--- config.mk ---
export PLATFORM = sky130hd
export DESIGN_NAME = phy_event_flags
export DESIGN_NICKNAME = d
export VERILOG_FILES = /design/src/hw/phy_event_pkg.sv /design/src/hw/phy_event_flags.sv
export SDC_FILE = /design/constraint.sdc
export NUM_CORES = 1
export LEC_CHECK = 0
export ABC_CLOCK_PERIOD_IN_PS = 2910
export BUFFER_PORTS_ARGS = -buffer_cell sky130_fd_sc_hd__buf_2
export CORE_MARGIN = 2
export CORE_UTILIZATION = 54
export DETAILED_ROUTE_END_ITERATION = 8
export PLACE_DENSITY_LB_ADDON = 0.15
export SETUP_SLACK_MARGIN = 0.02
export SLEW_MARGIN = 20
export SYNTH_ARGS = -nofsm -noshare
export SYNTH_HDL_FRONTEND = slang
export SYNTH_SLANG_ARGS = --single-unit
--- constraint.sdc ---
create_clock -name ref_clk -period 2.91 [get_ports ref_clk]
set_input_delay 0.582 -clock ref_clk [delete_from_list [all_inputs] [get_ports ref_clk]]
set_output_delay 0.582 -clock ref_clk [all_outputs]
set_load 0.005 [all_outputs]
--- src/hw/phy_event_pkg.sv ---
/*
 * Package for the event flag and receive error tally block: register
 * indices, field positions, reset values.
 * Assumes a 32-bit Avalon-MM slave with word addresses equal to index.
 */
package phy_event_pkg;

  // ------------------------------------------------------------
  // register indices (byte address = 4 * index)
  // ------------------------------------------------------------
  localparam logic [7:0] EVENT_FLAGS_TWO_IDX     = 8'h13;
  localparam logic [7:0] RECEIVE_ERROR_TALLY_IDX = 8'h15;
  localparam logic [7:0] FLAGS_ONE_IDX           = 8'h12;
  localparam logic [7:0] LOOP_CTRL_IDX           = 8'h16;

  // ------------------------------------------------------------
  // field positions
  // ------------------------------------------------------------
  localparam int UNDER_VOLT_BIT = 15;
  localparam int OVER_VOLT_BIT  = 14;
  localparam int SLEEP_BIT      = 10;
  localparam int POL_BIT        = 9;
  localparam int JABBER_BIT     = 8;
  localparam int EN_OFFSET      = 8;
  localparam int HALF_FULL_BIT  = 8;
  localparam int HALF_FULL_EN   = 0;
  localparam int LOOP_BIT       = 0;

  // writable enable bits of the second flag register (bit 3 reserved)
  localparam logic [7:0]  ENABLE_MASK   = 8'hF7;
  localparam logic [15:0] FLAGS_RESET   = 16'h0000;
  localparam logic [15:0] TALLY_RESET   = 16'h0000;
  localparam logic [15:0] TALLY_MAX     = 16'hFFFF;
  localparam logic [15:0] TALLY_HALF    = 16'h7FFF;
  localparam logic [31:0] UNMAPPED_DATA = 32'h0000_0000;

endpackage

--- src/hw/phy_event_flags.sv ---
/*
 * Latched PHY event flags with per-flag enables, a saturating
 * clear-on-read receive error tally and a combined interrupt output.
 * Assumes an Avalon-MM slave; event inputs are synchronous to ref_clk.
 */
// Implementation choice: the Avalon-MM slave port.
// Function
// RQ1: bit 15 latches an under-voltage detection until cleared.
// RQ2: bit 14 latches an over-voltage detection until cleared.
// RQ3: bit 10 latches any change of sleep state and stays zero otherwise.
// RQ4: bit 9 latches each automatic receive polarity swap made in slave role.
// RQ5: bit 8 latches a jabber detection and reads zero if none was seen.
// RQ6: enable bits 7,6,5,4,2,1,0 are read/write, reset to zero, and 1 enables.
// RQ7: the 16-bit tally counts each invalid symbol while carrier and data valid hold.
// RQ8: no counting happens while mac_side_interface loopback is active.
// RQ9: the tally saturates at 0xFFFF and never wraps.
// RQ10: the tally rising above 0x7FFF raises a half-full event.
// RQ11: any read of the tally clears it to zero.
// RQ12: reading a flag register clears its latched flags.
// RQ13: the half-full event sets bit 8 of the first flag register, enabled by bit 0.
// RQ14: the interrupt output is high when any set flag has its enable set.
// RQ15: status bits 13 to 11 read zero and enable bit 3 has no effect.
`timescale 1ns/1ps
module phy_event_flags
  import phy_event_pkg::*;
#(
  parameter int TALLY_WIDTH = 16
) (
  input  wire logic        ref_clk,
  input  wire logic        rstn,
  input  wire logic [7:0]  address,
  input  wire logic        read,
  input  wire logic        write,
  input  wire logic [31:0] writedata,
  output logic      [31:0] readdata,
  output logic             waitrequest,
  input  wire logic        underVoltDetect,
  input  wire logic        overVoltDetect,
  input  wire logic        sleepMode,
  input  wire logic        slaveRole,
  input  wire logic        polaritySwap,
  input  wire logic        jabberDetect,
  input  wire logic        carrierValid,
  input  wire logic        rxDataValid,
  input  wire logic        invalidSymbol,
  output logic             interruptOut
);

  // elaboration check: tally logic serves only the 16-bit width
  if (TALLY_WIDTH != 16) begin : g_bad_width
    $error("TALLY_WIDTH must be 16");
  end

  // ------------------------------------------------------------
  // reset release
  // ------------------------------------------------------------
  logic rstSync1;
  logic rstSync2;

  always_ff @(posedge ref_clk or negedge rstn) begin
    if (!rstn) begin
      rstSync1 <= 1'b0;
      rstSync2 <= 1'b0;
    end else begin
      rstSync1 <= 1'b1;
      rstSync2 <= rstSync1;
    end
  end

  // ------------------------------------------------------------
  // bus decode
  // ------------------------------------------------------------
  typedef enum logic [1:0] {
    BUS_IDLE = 2'b01,
    BUS_DONE = 2'b10
  } bus_state_t;

  bus_state_t busState;
  bus_state_t next_busState;

  wire request   = read | write;
  wire answering = (busState == BUS_DONE);
  wire hitFlags2 = (address == EVENT_FLAGS_TWO_IDX);
  wire hitTally  = (address == RECEIVE_ERROR_TALLY_IDX);
  wire hitFlags1 = (address == FLAGS_ONE_IDX);
  wire hitLoop   = (address == LOOP_CTRL_IDX);
  wire accept    = request & answering;
  wire readF2    = accept & read & hitFlags2;
  wire readT     = accept & read & hitTally;
  wire readF1    = accept & read & hitFlags1;
  wire writeF2   = accept & write & hitFlags2;
  wire writeF1   = accept & write & hitFlags1;
  wire writeLoop = accept & write & hitLoop;

  // one wait cycle, then answer with data registered in the wait cycle
  always_comb begin
    case (busState)
      BUS_IDLE: next_busState = request ? BUS_DONE : BUS_IDLE;
      BUS_DONE: next_busState = BUS_IDLE;
      default:  next_busState = BUS_IDLE;
    endcase
  end

  assign waitrequest = ~answering;

  always_ff @(posedge ref_clk or negedge rstSync2) begin
    if (!rstSync2) begin
      busState <= BUS_IDLE;
    end else begin
      busState <= next_busState;
    end
  end

  // ------------------------------------------------------------
  // event sources
  // ------------------------------------------------------------
  logic sleepPrev;
  logic [TALLY_WIDTH-1:0] tally;
  logic loopActive;

  wire sleepChange = sleepMode ^ sleepPrev;            // see RQ3
  wire polEvent    = polaritySwap & slaveRole;         // see RQ4
  wire countEvent  = carrierValid & rxDataValid & invalidSymbol
                     & ~loopActive;                     // see RQ7 see RQ8
  wire tallyFull   = (tally == TALLY_MAX);
  wire [TALLY_WIDTH-1:0] tallyInc = tally + 16'h0001;
  wire halfEvent   = countEvent & (tally == TALLY_HALF); // see RQ10

  wire [4:0] eventVec = {underVoltDetect, overVoltDetect, sleepChange,
                         polEvent, jabberDetect};

  // ------------------------------------------------------------
  // latched flags, set wins over clear-on-read
  // ------------------------------------------------------------
  logic [15:0] flagBits;
  logic [4:0]  flagLatch;
  logic [7:0]  enables2;
  logic        halfFlag;
  logic        halfEnable;

  genvar g;
  generate
    for (g = 0; g < 5; g++) begin : g_flag
      always_ff @(posedge ref_clk or negedge rstSync2) begin
        if (!rstSync2) begin
          flagLatch[g] <= 1'b0;
        end else if (eventVec[g]) begin
          flagLatch[g] <= 1'b1;                        // see RQ1 see RQ2 see RQ5
        end else if (readF2) begin
          flagLatch[g] <= 1'b0;                        // see RQ12
        end
      end
    end
  endgenerate

  // reserved and enable positions of the status half are constant zero
  assign flagBits = {flagLatch[4:3], 3'h0, flagLatch[2:0], 8'h00}; // see RQ15

  always_ff @(posedge ref_clk or negedge rstSync2) begin
    if (!rstSync2) begin
      enables2   <= FLAGS_RESET[7:0];
      halfFlag   <= 1'b0;
      halfEnable <= 1'b0;
      sleepPrev  <= 1'b0;
      loopActive <= 1'b0;
      tally      <= TALLY_RESET;
    end else begin
      sleepPrev <= sleepMode;
      if (writeF2) begin
        enables2 <= writedata[7:0] & ENABLE_MASK;      // see RQ6 see RQ15
      end
      if (writeF1) begin
        halfEnable <= writedata[HALF_FULL_EN];
      end
      if (writeLoop) begin
        loopActive <= writedata[LOOP_BIT];
      end
      if (halfEvent) begin
        halfFlag <= 1'b1;                              // see RQ13
      end else if (readF1) begin
        halfFlag <= 1'b0;
      end
      if (readT) begin
        tally <= TALLY_RESET;                          // see RQ11
      end else if (countEvent && !tallyFull) begin
        tally <= tallyInc;                             // see RQ9
      end
    end
  end

  // ------------------------------------------------------------
  // read data and interrupt
  // ------------------------------------------------------------
  wire [15:0] flags2Word = {flagBits[15:8], enables2};
  wire [15:0] flags1Word = {7'h00, halfFlag, 7'h00, halfEnable};
  wire [15:0] loopWord   = {15'h0000, loopActive};
  wire [15:0] readWord   = hitFlags2 ? flags2Word :
                           hitTally  ? tally      :
                           hitFlags1 ? flags1Word :
                           hitLoop   ? loopWord   : UNMAPPED_DATA[15:0];

  wire [4:0] pending = {flagBits[UNDER_VOLT_BIT] & enables2[UNDER_VOLT_BIT-EN_OFFSET],
                        flagBits[OVER_VOLT_BIT]  & enables2[OVER_VOLT_BIT-EN_OFFSET],
                        flagBits[SLEEP_BIT]      & enables2[SLEEP_BIT-EN_OFFSET],
                        flagBits[POL_BIT]        & enables2[POL_BIT-EN_OFFSET],
                        flagBits[JABBER_BIT]     & enables2[JABBER_BIT-EN_OFFSET]};

  always_ff @(posedge ref_clk or negedge rstSync2) begin
    if (!rstSync2) begin
      readdata     <= UNMAPPED_DATA;
      interruptOut <= 1'b0;
    end else begin
      readdata     <= {16'h0000, readWord};
      interruptOut <= (|pending) | (halfFlag & halfEnable); // see RQ14
    end
  end

endmodule

== Yosys cells after proc, flatten, opt, wreduce, memory -nomap -nowiden ==
Cells that the tools add are included.
Word-level totals
  logic and storage cells: 76
  register bits after elaboration: 53
  input bits: 53
  output and inout port bits: 34
Operators by class
  muxes and demuxes: 16
  add/subtract/negate cells: 1
  reductions and logical operators: 10
  bitwise logic cells: 25
  equality and inequality tests: 8
Operators by type and width (count)
  $mux W16: 4
  $eq A8 B5 Y1 const B: 4
  $and A1 B1 Y1: 20
  $add A16 B1 Y16 const B: 1
  $eq A16 B15 Y1 const B: 1
  $eq A16 B16 Y1 const B: 1
  $reduce_bool A2 Y1: 7
  $mux W1: 9
  $mux W9: 1
  $reduce_or A5 Y1: 1
  $mux W2: 2
  $eq A2 B1 Y1 const B: 1
  $eq A2 B2 Y1 const B: 1
  $not A1 Y1: 2
  $or A1 B1 Y1: 2
  $logic_and A1 B1 Y1: 1
  $logic_not A1 Y1: 1
  $xor A1 B1 Y1: 1

== Depth between registers and ports, before layout ==
Gate-level depths: netlist of run 1.
  word-level depth: 6
  depth in mapped cells: 6
  mapped depth without buffers: 5

== Worst setup path after synthesis of run 1 ==
No wires, ideal clock.
  path kind: input -> register
  from: in address[3]
  to: reg enables2[0]
  setup time: 0.125 ns
  required time: 2.785 ns
  path buffers: 0
  data arrival time: 1.800 ns
  cell stages on the path: 4
  setup slack: 0.985 ns
  path through: nor4b_4 -> nand3b_1 -> nor3_4 -> mux2_2
On the way
  cells in the longest elaborated chain, start to end: 2
RTL lines
  start: declaration: RTL line phy_event_flags.sv:31  | input wire logic [7:0] address,
  $eq A8 B5 Y1: RTL line phy_event_flags.sv:83  | wire hitFlags2 = (address == EVENT_FLAGS_TWO_IDX);
  $and A1 B1 Y1: RTL line phy_event_flags.sv:91  | wire writeF2 = accept & write & hitFlags2;
  end signal: assignment: RTL line phy_event_flags.sv:161  | enables2 <= FLAGS_RESET[7:0];
  end signal: assignment: RTL line phy_event_flags.sv:170  | enables2 <= writedata[7:0] & ENABLE_MASK;
  end: declaration: RTL line phy_event_flags.sv:137  | logic [7:0] enables2;
No other way between the ends.
A chain may end at the register's enable or synchronous reset.

== Worst setup path after layout of run 1 ==
  from: reg tally[1]
  to: reg tally[14]
On the way
  cells in the longest elaborated chain, start to end: 4
  elaborated cells between the ends (all ways): 7
  those cells by class: 1 x add/sub; 1 x eq/ne; 2 x mux; 3 x reduce/logical
RTL lines
  start: declaration: RTL line phy_event_flags.sv:118  | logic [TALLY_WIDTH-1:0] tally;
  start signal: assignment: RTL line phy_event_flags.sv:186  | tally <= tallyInc;
  branches (longest 4 deep; another with $add A16 B1 Y16)
Several ways; the timed one is not identified. The select of a mux whose other input is x is not followed.

==> results of run 1 <==
[final cells by class]
type	instances	area, µm²	area share (%)
Clock inverter	3	21.3	0.747
Timing Repair Buffer	50	263	9.23
Sequential cell	53	1330	46.8
Tap cell	52	65.1	2.29
Inverter	8	30.0	1.05
Clock buffer	5	68.8	2.42
Multi-Input combinational cell	154	1070	37.5
[synth_stat cells, types with 2 or more instances]
| master | instances |
|---|---|
| sky130_fd_sc_hd__a21o_1 | 4 |
| sky130_fd_sc_hd__nand3b_1 | 4 |
| sky130_fd_sc_hd__and4_1 | 2 |
| sky130_fd_sc_hd__nand4b_1 | 2 |
| sky130_fd_sc_hd__a22oi_1 | 4 |
| sky130_fd_sc_hd__nor2_1 | 4 |
| sky130_fd_sc_hd__a21oi_1 | 16 |
| sky130_fd_sc_hd__inv_1 | 8 |
| sky130_fd_sc_hd__nor4_1 | 2 |
| sky130_fd_sc_hd__xor2_1 | 2 |
| sky130_fd_sc_hd__nand2b_1 | 4 |
| sky130_fd_sc_hd__buf_2 | 4 |
| sky130_fd_sc_hd__or3_1 | 6 |
| sky130_fd_sc_hd__buf_4 | 19 |
| sky130_fd_sc_hd__nor3_1 | 3 |
| sky130_fd_sc_hd__o21ai_0 | 7 |
| sky130_fd_sc_hd__nor4b_4 | 2 |
| sky130_fd_sc_hd__a22o_1 | 11 |
| sky130_fd_sc_hd__dfrtp_1 | 52 |
| sky130_fd_sc_hd__conb_1 | 2 |
| sky130_fd_sc_hd__or4_1 | 8 |
| sky130_fd_sc_hd__nand2_1 | 6 |
| sky130_fd_sc_hd__and2_1 | 5 |
| sky130_fd_sc_hd__and3_1 | 3 |
| sky130_fd_sc_hd__nand4_1 | 7 |
| sky130_fd_sc_hd__o31ai_1 | 8 |
| sky130_fd_sc_hd__mux2_2 | 9 |
| sky130_fd_sc_hd__nand3_1 | 7 |
[per-layer routing]
layer  global-route usage [%]  wire, µm  vias to the layer above  part of all wire, %
li1                         -         -                      901                    -
met1                     29.1      2270                      910                   46
met2                     30.0      2380                       65                   48
met3                     2.90       250                        2                  5.1
met4                     6.17        29                        0                 0.59
met5                        0         0                        -                    0
[layout by cell type, fill, tap and decap left out, types with 2 or more instances in the layout]
cell                        n
sky130_fd_sc_hd__a21o_1     4
sky130_fd_sc_hd__nand4b_1   2
sky130_fd_sc_hd__and2_1     5
sky130_fd_sc_hd__nand2_1    6
sky130_fd_sc_hd__a21oi_1   16
sky130_fd_sc_hd__nor2_1     4
sky130_fd_sc_hd__mux2_2     9
sky130_fd_sc_hd__nand4_1    7
sky130_fd_sc_hd__dfrtp_1   51
sky130_fd_sc_hd__o21ai_0    7
sky130_fd_sc_hd__clkbuf_8   5
sky130_fd_sc_hd__a22o_1    11
sky130_fd_sc_hd__a22oi_1    4
sky130_fd_sc_hd__nor4b_4    2
sky130_fd_sc_hd__nand3b_1   4
sky130_fd_sc_hd__nor4_1     2
sky130_fd_sc_hd__and4_1     2
sky130_fd_sc_hd__inv_1      8
sky130_fd_sc_hd__conb_1    17
sky130_fd_sc_hd__or3_1      6
sky130_fd_sc_hd__o31ai_1    8
sky130_fd_sc_hd__xor2_1     2
sky130_fd_sc_hd__and3_1     3
sky130_fd_sc_hd__nor3_1     3
sky130_fd_sc_hd__or4_1      8
sky130_fd_sc_hd__buf_2     45
sky130_fd_sc_hd__buf_4      5
sky130_fd_sc_hd__nand3_1    7
sky130_fd_sc_hd__nand2b_1   4
[sequential cells by signal, summed over array words and instances, names as in the netlist, 2 cells and up]
signal    cells
busState      2
flagBits      5
enables2      7
tally        16
readdata     16
[kinds of logic after synthesis]
logic type / count (synthesis) / share of synthesized area [%]
flip-flops: 53 / 52.1
multiplexers: 9 / 3.98
AND/OR/NAND/NOR: 71 / 19.9
other: 2 / 0.295
adder cells (fa/ha/maj): 1 / 0.491
XOR/XNOR: 2 / 0.688
AO/OA/AOI/OAI: 54 / 14.3
buffers and inverters: 33 / 8.16
[per-stage QoR]
step | cells | power (µW)
3_3_place_gp | 317 | 993
3_5_place_dp | 317 | 996
6_report | 325 | 1400
4_1_cts | 325 | 1410
5_1_grt | 325 | 1460
2_1_floorplan | 240 | 945
[final timing paths]
path | to | slack (ns) | start
max reg2reg | tally[14] | 0.88 | tally[1]
min reg2reg | readdata[0] | 0.36 | rstSync2
max in group asynchronous | tally[5] | 2.13 | rstSync2
min | rstSync2 | 0.04 | rstn
max | tally[14] | 0.88 | tally[1]
min in group ref_clk | rstSync2 | 0.37 | rstSync1
[where the power goes]
part	leakage (µW)	switching, µW	total [µW]	internal, µW
logic	0.000627	68.5	133	64.5
registers	0.000688	63.5	848	785
clock network	0.0000445	243	414	171
total	0.00136	375	1400	1020
[worst max-delay path, stage by stage, from the launching register on]
cell	delay, ns
sky130_fd_sc_hd__dfrtp_1	0.45
sky130_fd_sc_hd__ha_1	0.23
sky130_fd_sc_hd__nand3_1	0.21
sky130_fd_sc_hd__or4_1	0.63
sky130_fd_sc_hd__nor4b_1	0.29
sky130_fd_sc_hd__nor3_1	0.09
==> impl_metrics.py, run 1 <==
metrics = {
    "die": {
        "die_area_um2": 5280,
        "die_w_um": 72.7,
        "die_y_um": 72.7,
        "core_region_area_um2": 4440,
        "row_count": 24,
        "io-pin-count": 87,
        "starting_density_of_the_core_pct": 57.3,
    },
    "synthesis": {
        "postSynthRegisterBits": 53,
        "ys_seq_area_share_pct": 52.1,
        "synth_area_per_cell_um2": 11.3,
        "synth.top_cell.area_share_pct": 51.1,
        "synth-async-reset-ratio_pct": 100,
        "ys_warn_count": 0,
        "syn-cell-area_um2": 2550,
        "number_of_flops_mapped_to_enable_cells_by_yosys": 0,
        "post_synth_main_area_contributors": "sky130_fd_sc_hd__dfrtp_1 51%, sky130_fd_sc_hd__buf_4 5.6%, sky130_fd_sc_hd__mux2_2 4.0%",
        "synth_ff_type": "sky130_fd_sc_hd__dfrtp_1",
        "synth_top_cell_by_area": "sky130_fd_sc_hd__dfrtp_1",
        "yosysUniqueCellTypes": 42,
        "postSynthCellCount": 225,
    },
    "clock_network": {
        "tritoncts_buffers": 5,
        "master_cell_of_the_clock_root_buffer": "sky130_fd_sc_hd__clkbuf_8",
        "insertion_delay_ns": 0.30,
        "postCtsSetupBuffers": 0,
        "cts_hold_buffers": 0,
        "cts.path.max_buffers": 2,
        "tritoncts": "done",
        "htree_levels": 2,
        "cts.sinks": 53,
        "clkSlewWorstSetupHoldPaths_ns": 0.09,
        "cts_repair_resize_count": 0,
    },
    "cells_and_area": {
        "antenna_cells_inserted": 0,
        "syn_to_final_growth_pct": 11.8,
        "final_net_count": 326,
        "final_core_utilization_pct": 64.0,
        "post_route_cells_drive_above_1_share_pct": 27.1,
        "finalInstanceArea_um2": 2850,
        "nFillCells": 356,
    },
    "route": {
        "drt-pass1-iter-count": 4,
        "routed_via_density": 5.78,
        "drt_wl_total_mm": 4.93,
        "postRouteAntennaNets": 0,
        "drt_first_iter_violations": 137,
        "detailroute.via_count": 1878,
        "drt-wirelength-per-cell_um": 15.2,
        "drc": 0,
    },
    "setup_path": {
        "required_ns": 3.08,
        "sort_of_element_at_the_start_of_the_critical_path": "register",
        "critPathMaxFanout": 5,
        "critical_path_arrival_ns": 2.20,
        "critical_path_class": "register to register",
        "setup.worst_path.end_class": "register",
        "r2r_cells": 5,
    },
    "run_status": {
        "status": "completed",
    },
    "timing": {
        "achievable-frequency_ghz": 0.491,
        "fin_hold_ws_ns": 0.0442,
        "grt_setup_unrepaired": "no",
        "period_share_pct": 69.9,
        "setup_viol": 0,
        "hold_violations": 0,
        "final.setup.tns_ns": 0,
        "timing.max_slew.rel_slack_pct": 57.5,
        "postLayoutSetupSlackWorst_ns": 0.875,
        "tightestPinTransition_ns": 0.638,
        "final_max_slew_viol_count": 0,
        "timing.clock.skew_ns": 0.00638,
        "post-route-min-period_ns": 2.03,
    },
    "global_route": {
        "grt_pass1_wl_mm": 7.94,
        "antenna_found_initial": 0,
        "grt_remaining_overflow": 0,
        "globalRouteTotalUtil_pct": 19.7,
        "pin_count_of_the_biggest_net_entering_global_routing": 52,
        "first_global_vias": 1625,
    },
    "placed_design": {
        "place.port_buffers": 45,
        "preCtsSetupSlack_ns": 0.631,
        "postPlaceCellArea_um2": 2750,
        "final_replace_weighted_congestion": 0.792,
        "post-dp-hpwl_mm": 3.57,
    },
    "power": {
        "power_density_nw_per_um2": 490,
        "vdd_drop_max_v": 0.000294,
        "p_leak_uw": 0.00136,
    },
    "run": {
        "max-cap-violations": 0,
    },
    "hold_path": {
        "timing.hold.worst.class": "input port to asynchronous set/reset pin",
    },
}
(Power assumes the default switching activity.)
==> run 2: changes to the inputs <==
--- a/config.mk
+++ b/config.mk
@@ -5,10 +5,11 @@
 export SDC_FILE = /design/constraint.sdc
 export NUM_CORES = 1
 export LEC_CHECK = 0
-export ABC_CLOCK_PERIOD_IN_PS = 2910
+export ABC_AREA = 1
+export ABC_CLOCK_PERIOD_IN_PS = 2100
 export BUFFER_PORTS_ARGS = -buffer_cell sky130_fd_sc_hd__buf_2
 export CORE_MARGIN = 2
-export CORE_UTILIZATION = 54
+export CORE_UTILIZATION = 51
 export DETAILED_ROUTE_END_ITERATION = 8
 export PLACE_DENSITY_LB_ADDON = 0.15
 export SETUP_SLACK_MARGIN = 0.02
==> constraint.sdc (replaced) <==
create_clock -name ref_clk -period 2.1 [get_ports ref_clk]
set_input_delay 0.42 -clock ref_clk [delete_from_list [all_inputs] [get_ports ref_clk]]
set_output_delay 0.42 -clock ref_clk [all_outputs]
set_load 0.005 [all_outputs]
==> run 2 against run 1 <==
Critical path depth up 4. Worst hold slack better by 0.18 ns. Combinational power up 38%. Die area up 10%. Sequential share of layout area down 3.3 points. Clock power up 76%. Wire length up 12%. Worst setup slack worse by 0.56 ns. Non-clock buffer count up 1. Utilization down 3.8 points. Critical endpoint is now tally[9]. Largest cell class unchanged. Largest power group unchanged. Highest routed layer unchanged.
==> impl_metrics.py, run 2 <==
metrics = {
    "setup_path": {
        "setup.worst_path.end_class": "register",
        "critPathMaxFanout": 10,
        "cp_num_buf_inv": 2,
        "critical_path.slowest_cell": "sky130_fd_sc_hd__dfrtp_1",
        "critical_path_class": "register to register",
        "critical_path_arrival_ns": 2.04,
        "path_depth": 9,
        "ordered_list_of_cells_on_the_worst_path": "ha_1 -> nand3_2 -> inv_2 -> nand2_4 -> nor2_8 -> nor2_4 -> buf_4 -> nand4_1 -> nand2_1",
        "required_ns": 2.36,
        "slowest_delay_ns": 0.43,
        "r2r_cells": 9,
        "critical-path-top-delay-family": "simple AND/OR/NAND/NOR gates",
        "sort_of_element_at_the_start_of_the_critical_path": "register",
    },
    "hold_path": {
        "timing.hold.worst.class": "input port to register",
        "min_delay_path_depth": 1,
    },
    "power": {
        "vdd_drop_max_v": 0.000460,
        "switching_share_pct": 25.7,
        "seq_power_share_pct": 55.1,
        "total_switching_power_uw": 522,
        "power.internal_uw": 1510,
        "p_leak_uw": 0.00166,
        "power_density_nw_per_um2": 663,
        "power_frac_clock_pct": 35.9,
        "power.combinational.fraction_pct": 9.1,
    },
    "synthesis": {
        "syn-cell-area_um2": 2670,
        "synth.top_cell.area_share_pct": 48.8,
        "synth_ff_type": "sky130_fd_sc_hd__dfrtp_1",
        "synth-async-reset-ratio_pct": 100,
        "postSynthCellCount": 306,
        "yosysUniqueCellTypes": 36,
        "post_synth_main_area_contributors": "sky130_fd_sc_hd__dfrtp_1 49%, sky130_fd_sc_hd__nand2_1 9.1%, sky130_fd_sc_hd__inv_1 4.8%",
        "synthTopCellsByCount": "65 x sky130_fd_sc_hd__nand2_1, 52 x sky130_fd_sc_hd__dfrtp_1, 34 x sky130_fd_sc_hd__inv_1",
        "ys_seq_area_share_pct": 49.7,
        "postSynthRegisterBits": 53,
        "post-synth-top-count-cell": "sky130_fd_sc_hd__nand2_1",
        "synth_top_cell_by_area": "sky130_fd_sc_hd__dfrtp_1",
        "ys_warn_count": 0,
        "synth_area_per_cell_um2": 8.72,
        "number_of_flops_mapped_to_enable_cells_by_yosys": 0,
    },
    "clock_network": {
        "tritoncts": "done",
        "clkSlewWorstSetupHoldPaths_ns": 0.10,
        "tritoncts_buffers": 5,
        "cts_repair_resize_count": 0,
        "cts.path.max_buffers": 2,
        "htree_levels": 2,
        "insertion_delay_ns": 0.31,
        "master_cell_of_the_clock_root_buffer": "sky130_fd_sc_hd__clkbuf_8",
        "cts.sinks": 53,
    },
    "timing": {
        "timing.clock.skew_ns": 0.00532,
        "final_max_slew_viol_count": 0,
        "grt_setup_unrepaired": "no",
        "period_share_pct": 85.1,
        "timing.max_slew.rel_slack_pct": 61.8,
        "post-route-min-period_ns": 1.79,
        "postLayoutSetupSlackWorst_ns": 0.313,
        "tightestPinTransition_ns": 0.573,
        "final.setup.tns_ns": 0,
        "achievable-frequency_ghz": 0.560,
        "hold_violations": 0,
        "setup_viol": 0,
    },
    "die": {
        "die_w_um": 76.3,
        "row_count": 26,
        "starting_density_of_the_core_pct": 52.6,
        "die_area_um2": 5830,
        "die_y_um": 76.3,
        "io-pin-count": 87,
        "core_region_area_um2": 5070,
    },
    "cells_and_area": {
        "final_core_utilization_pct": 60.3,
        "final_net_count": 413,
        "final_cell_mix": "65 x sky130_fd_sc_hd__nand2_1, 51 x sky130_fd_sc_hd__dfrtp_1, 45 x sky130_fd_sc_hd__buf_2",
        "layout_top_registers": "readdata x16, tally x16, enables2 x7",
        "post_route_cells_drive_above_1_share_pct": 21.9,
        "nFillCells": 454,
        "syn_to_final_growth_pct": 14.6,
        "antenna_cells_inserted": 0,
        "finish.cell_count_without_fillers": 430,
        "finalInstanceArea_um2": 3060,
        "layout.cells.most_common": "sky130_fd_sc_hd__nand2_1",
    },
    "global_route": {
        "antenna_found_initial": 0,
        "grt_remaining_overflow": 0,
        "first_global_vias": 2077,
        "pin_count_of_the_biggest_net_entering_global_routing": 28,
        "grt_pass1_wl_mm": 9.36,
        "globalRouteTotalUtil_pct": 20.1,
    },
    "route": {
        "drt_first_iter_violations": 162,
        "drt-pass1-iter-count": 4,
        "drt_wl_total_mm": 5.51,
        "drc": 0,
        "postRouteAntennaNets": 0,
        "detailroute.via_count": 2137,
        "routed_via_density": 4.97,
        "drt-wirelength-per-cell_um": 12.8,
    },
    "placed_design": {
        "preCtsSetupSlack_ns": 0.354,
        "postPlaceCellArea_um2": 2930,
        "post-dp-hpwl_mm": 4.14,
        "final_replace_weighted_congestion": 0.870,
        "numPlacedInstances": 421,
        "place.port_buffers": 45,
    },
    "run": {
        "max-cap-violations": 0,
    },
    "run_status": {
        "status": "completed",
    },
}
==> run 2: final cells by class <==
| type | count | area [µm²] | area share (%) |
|---|---|---|---|
| flip-flops and latches | 53 | 1330 | 43.4 |
| multi-input cells | 210 | 1110 | 36.2 |
| repair buffers | 51 | 273 | 8.92 |
| inverters | 38 | 143 | 4.66 |
| well taps | 70 | 87.6 | 2.86 |
| clock buffers | 5 | 68.8 | 2.25 |
| clock inverters | 3 | 50.0 | 1.64 |
==> run 2: worst paths after layout <==
kind	start	to	slack [ns]
setup reg to reg	tally[1]	tally[9]	0.31
min in group asynchronous	rstSync2	flagBits[10]	0.27
hold reg to reg	rstSync2	flagBits[10]	0.27
max in group asynchronous	rstSync2	tally[3]	1.23
hold / removal	sleepMode	sleepPrev	0.23
setup / recovery	tally[1]	tally[9]	0.31
==> run 2: layer usage <==
layer  track usage (%)  vias to the layer above  share of wire (%)
li1                  -                     1075                  -
met1              25.6                     1002                 45
met2              35.4                       53                 50
met3              3.55                        7                4.2
met4              5.27                        0                1.1
met5                 0                        -                  0
==> run 2: timing repair <==
| action | CTS | global route |
|---|---|---|
| endpoints found under the hold margin | 2 | 0 |
| hold buffers | 1 | 0 |
| buffers inserted | 0 | 0 |
==> run 2: logic make-up (layout without fill, tap and decap cells) <==
kind of cell | Yosys count | after routing | synth area share, %
and+or+nand+nor | 143 | 143 | 27.4
adders and majority gates | 1 | 1 | 0.469
buffers and inverters | 58 | 97 | 10.8
other | 2 | 17 | 0.281
xor gates and xnor gates | 8 | 8 | 2.63
DFF | 53 | 53 | 49.7
AOI/OAI and AO/OA | 41 | 41 | 8.67
==> run 2: per-stage QoR <==
stage | power (µW) | hold WS, ns
after floorplan | 1270 | 0.124
after CTS | 2040 | 0.222
after global routing | 2130 | 0.220
final | 2030 | 0.229
after global placement | 1320 | 0.206
after detailed placement | 1320 | 0.206
==> run 2: worst register-to-register path: stages (launching register included) <==
cell                      delay, ns
sky130_fd_sc_hd__dfrtp_1       0.43
sky130_fd_sc_hd__ha_1          0.26
sky130_fd_sc_hd__nand3_2       0.15
sky130_fd_sc_hd__inv_2         0.07
sky130_fd_sc_hd__nand2_4       0.09
sky130_fd_sc_hd__nor2_8        0.05
sky130_fd_sc_hd__nor2_4        0.29
sky130_fd_sc_hd__buf_4         0.20
sky130_fd_sc_hd__nand4_1       0.10
sky130_fd_sc_hd__nand2_1       0.09
==> run 2: power by group through the flow <==
stage                     Sequential (µW)  Clock, µW  Combinational, µW
after detailed placement             1140          0                183
after floorplan                      1130          0                133
final                                1120        728                184
after CTS                            1120        738                186
after global routing                 1130        789                213
after global placement               1140          0                179
==> run 3: changes to the inputs <==
==> constraint.sdc (replaced) <==
create_clock -name ref_clk -period 2.1 [get_ports ref_clk]
set_input_delay 0 -clock ref_clk [delete_from_list [all_inputs] [get_ports ref_clk]]
set_output_delay 0 -clock ref_clk [all_outputs]
set_load 0.005 [all_outputs]
==> run 3 against run 2 <==
Clock power down 15%. Worst hold slack worse by 0.18 ns. Clock skew up 0.0024 ns. Fmax up 3.9%. Wire length up 2.5%. Count of clock-buffer cells in the layout up 1. Critical endpoint unchanged. Largest cell class unchanged. Largest power group unchanged.
==> impl_metrics.py, run 3 (same netlist as run 2, synthesis figures left out) <==
metrics = {
    "die": {
        "die_y_um": 76.3,
        "die_w_um": 76.3,
        "row_count": 26,
        "core_region_area_um2": 5070,
        "starting_density_of_the_core_pct": 52.6,
        "io-pin-count": 87,
        "die_area_um2": 5830,
    },
    "route": {
        "postRouteAntennaNets": 0,
        "drt_first_iter_violations": 167,
        "detailroute.via_count": 2178,
        "routed_via_density": 4.89,
        "drt-wirelength-per-cell_um": 12.7,
        "drc": 0,
        "drt-pass1-iter-count": 4,
        "drt_wl_total_mm": 5.65,
    },
    "clock_network": {
        "cts.sinks": 53,
        "insertion_delay_ns": 0.30,
        "tritoncts_buffers": 5,
        "cts.path.max_buffers": 2,
        "cts_hold_buffers": 17,
        "clkSlewWorstSetupHoldPaths_ns": 0.10,
        "htree_levels": 2,
        "postCtsSetupBuffers": 0,
        "master_cell_of_the_clock_root_buffer": "sky130_fd_sc_hd__clkbuf_8",
        "cts_repair_resize_count": 0,
        "tritoncts": "done",
    },
    "placed_design": {
        "place.port_buffers": 45,
        "preCtsSetupSlack_ns": 0.398,
        "final_replace_weighted_congestion": 0.892,
        "post-dp-hpwl_mm": 4.15,
    },
    "hold_path": {
        "min_to": "readdata[0]",
        "min_delay_path_depth": 4,
        "timing.hold.worst.start": "address[2]",
        "timing.hold.worst.class": "input port to register",
    },
    "global_route": {
        "grt_pass1_wl_mm": 9.97,
        "first_global_vias": 2261,
        "grt_remaining_overflow": 0,
        "globalRouteTotalUtil_pct": 21.1,
        "pin_count_of_the_biggest_net_entering_global_routing": 28,
        "antenna_found_initial": 0,
    },
    "power": {
        "power.internal_uw": 1440,
        "power.combinational.fraction_pct": 10.7,
        "power_density_nw_per_um2": 606,
        "seq_power_share_pct": 57.6,
        "vdd_drop_max_v": 0.000468,
        "total_switching_power_uw": 506,
        "power_frac_clock_pct": 31.8,
        "p_leak_uw": 0.00171,
        "switching_share_pct": 26.1,
    },
    "timing": {
        "achievable-frequency_ghz": 0.581,
        "final_max_slew_viol_count": 0,
        "post-route-min-period_ns": 1.72,
        "tightestPinTransition_ns": 0.569,
        "postLayoutSetupSlackWorst_ns": 0.380,
        "final.setup.tns_ns": 0,
        "period_share_pct": 81.9,
        "hold_violations": 0,
        "timing.max_slew.rel_slack_pct": 62.1,
        "grt_setup_unrepaired": "no",
        "setup_viol": 0,
        "timing.clock.skew_ns": 0.00777,
    },
    "setup_path": {
        "critical_path_class": "register to register",
        "crit-reg2reg-capture": "tally[9]",
        "ff2ff_setup_slack_ns": 0.38,
        "sort_of_element_at_the_start_of_the_critical_path": "register",
        "r2r_startpoint": "tally[1]",
        "critPathMaxFanout": 17,
        "r2r_cells": 10,
        "critical_path_arrival_ns": 1.96,
        "required_ns": 2.34,
        "setup.worst_path.end_class": "register",
    },
    "run": {
        "max-cap-violations": 0,
    },
    "cells_and_area": {
        "layout.cells.most_common": "sky130_fd_sc_hd__nand2_1",
        "post_route_cells_drive_above_1_share_pct": 20.8,
        "final_net_count": 428,
        "nFillCells": 471,
        "syn_to_final_growth_pct": 20.1,
        "final_cell_mix": "65 x sky130_fd_sc_hd__nand2_1, 51 x sky130_fd_sc_hd__dfrtp_1, 45 x sky130_fd_sc_hd__buf_2",
        "layout_top_registers": "readdata x16, tally x16, enables2 x7",
        "antenna_cells_inserted": 0,
    },
    "run_status": {
        "status": "completed",
    },
}
==> run 3: layout make-up <==
type / instances / area [µm²] / area share, %
multi-input cells: 210 / 1110 / 34.6
repair buffers: 66 / 438 / 13.7
inverters: 38 / 143 / 4.45
well taps: 70 / 87.6 / 2.73
clock inverters: 2 / 17.5 / 0.546
clock buffers: 6 / 82.6 / 2.58
flip-flops and latches: 53 / 1330 / 41.5
==> run 3: worst max-delay path, cell delays in order, from the launching register on <==
cell                      delay [ns]
sky130_fd_sc_hd__dfrtp_1        0.41
sky130_fd_sc_hd__ha_1           0.27
sky130_fd_sc_hd__nand3_2        0.15
sky130_fd_sc_hd__inv_2          0.12
sky130_fd_sc_hd__nand2_4        0.08
sky130_fd_sc_hd__nor2_8         0.13
sky130_fd_sc_hd__nor2_4         0.04
sky130_fd_sc_hd__buf_12         0.16
sky130_fd_sc_hd__nor2_8         0.17
sky130_fd_sc_hd__nand2_1        0.07
sky130_fd_sc_hd__nand2_1        0.07
==> run 3: layer usage <==
layer	up-vias	track usage, %	wire length [µm]
met1	1019	26.3	2470
met2	52	39.0	2920
met5	-	0	0
met3	5	3.32	224
met4	0	3.64	36
li1	1102	-	-
==> run 3: worst max path at each step <==
stage	to	startpoint	depth (start not counted)	slack, ns
floorplan	busState[1]	rstSync2	0	0.52
global placement	tally[9]	tally[1]	10	0.43
detailed placement	tally[9]	tally[1]	10	0.40
CTS	tally[9]	tally[1]	10	0.36
global route	tally[1]	tally[1]	10	0.23
finish	tally[9]	tally[1]	10	0.38
==> run 3: stage by stage <==
stage	hold WS, ns	total power [µW]	util, %	cells	area (µm²)
2_1_floorplan	-0.296	1270	-	321	2730
3_3_place_gp	-0.214	1320	57.8	420	2940
3_5_place_dp	-0.214	1320	57.8	420	2940
4_1_cts	0.0467	1950	63.2	445	3210
5_1_grt	0.0880	2050	63.2	445	3210
6_report	0.0484	1940	63.2	445	3210
==> run 3: power by group through the flow <==
stage               Clock (µW)  Combinational (µW)  Sequential, µW
detailed placement           0                 184            1140
global placement             0                 179            1140
floorplan                    0                 133            1130
global route               685                 239            1130
finish                     617                 207            1120
CTS                        629                 208            1120
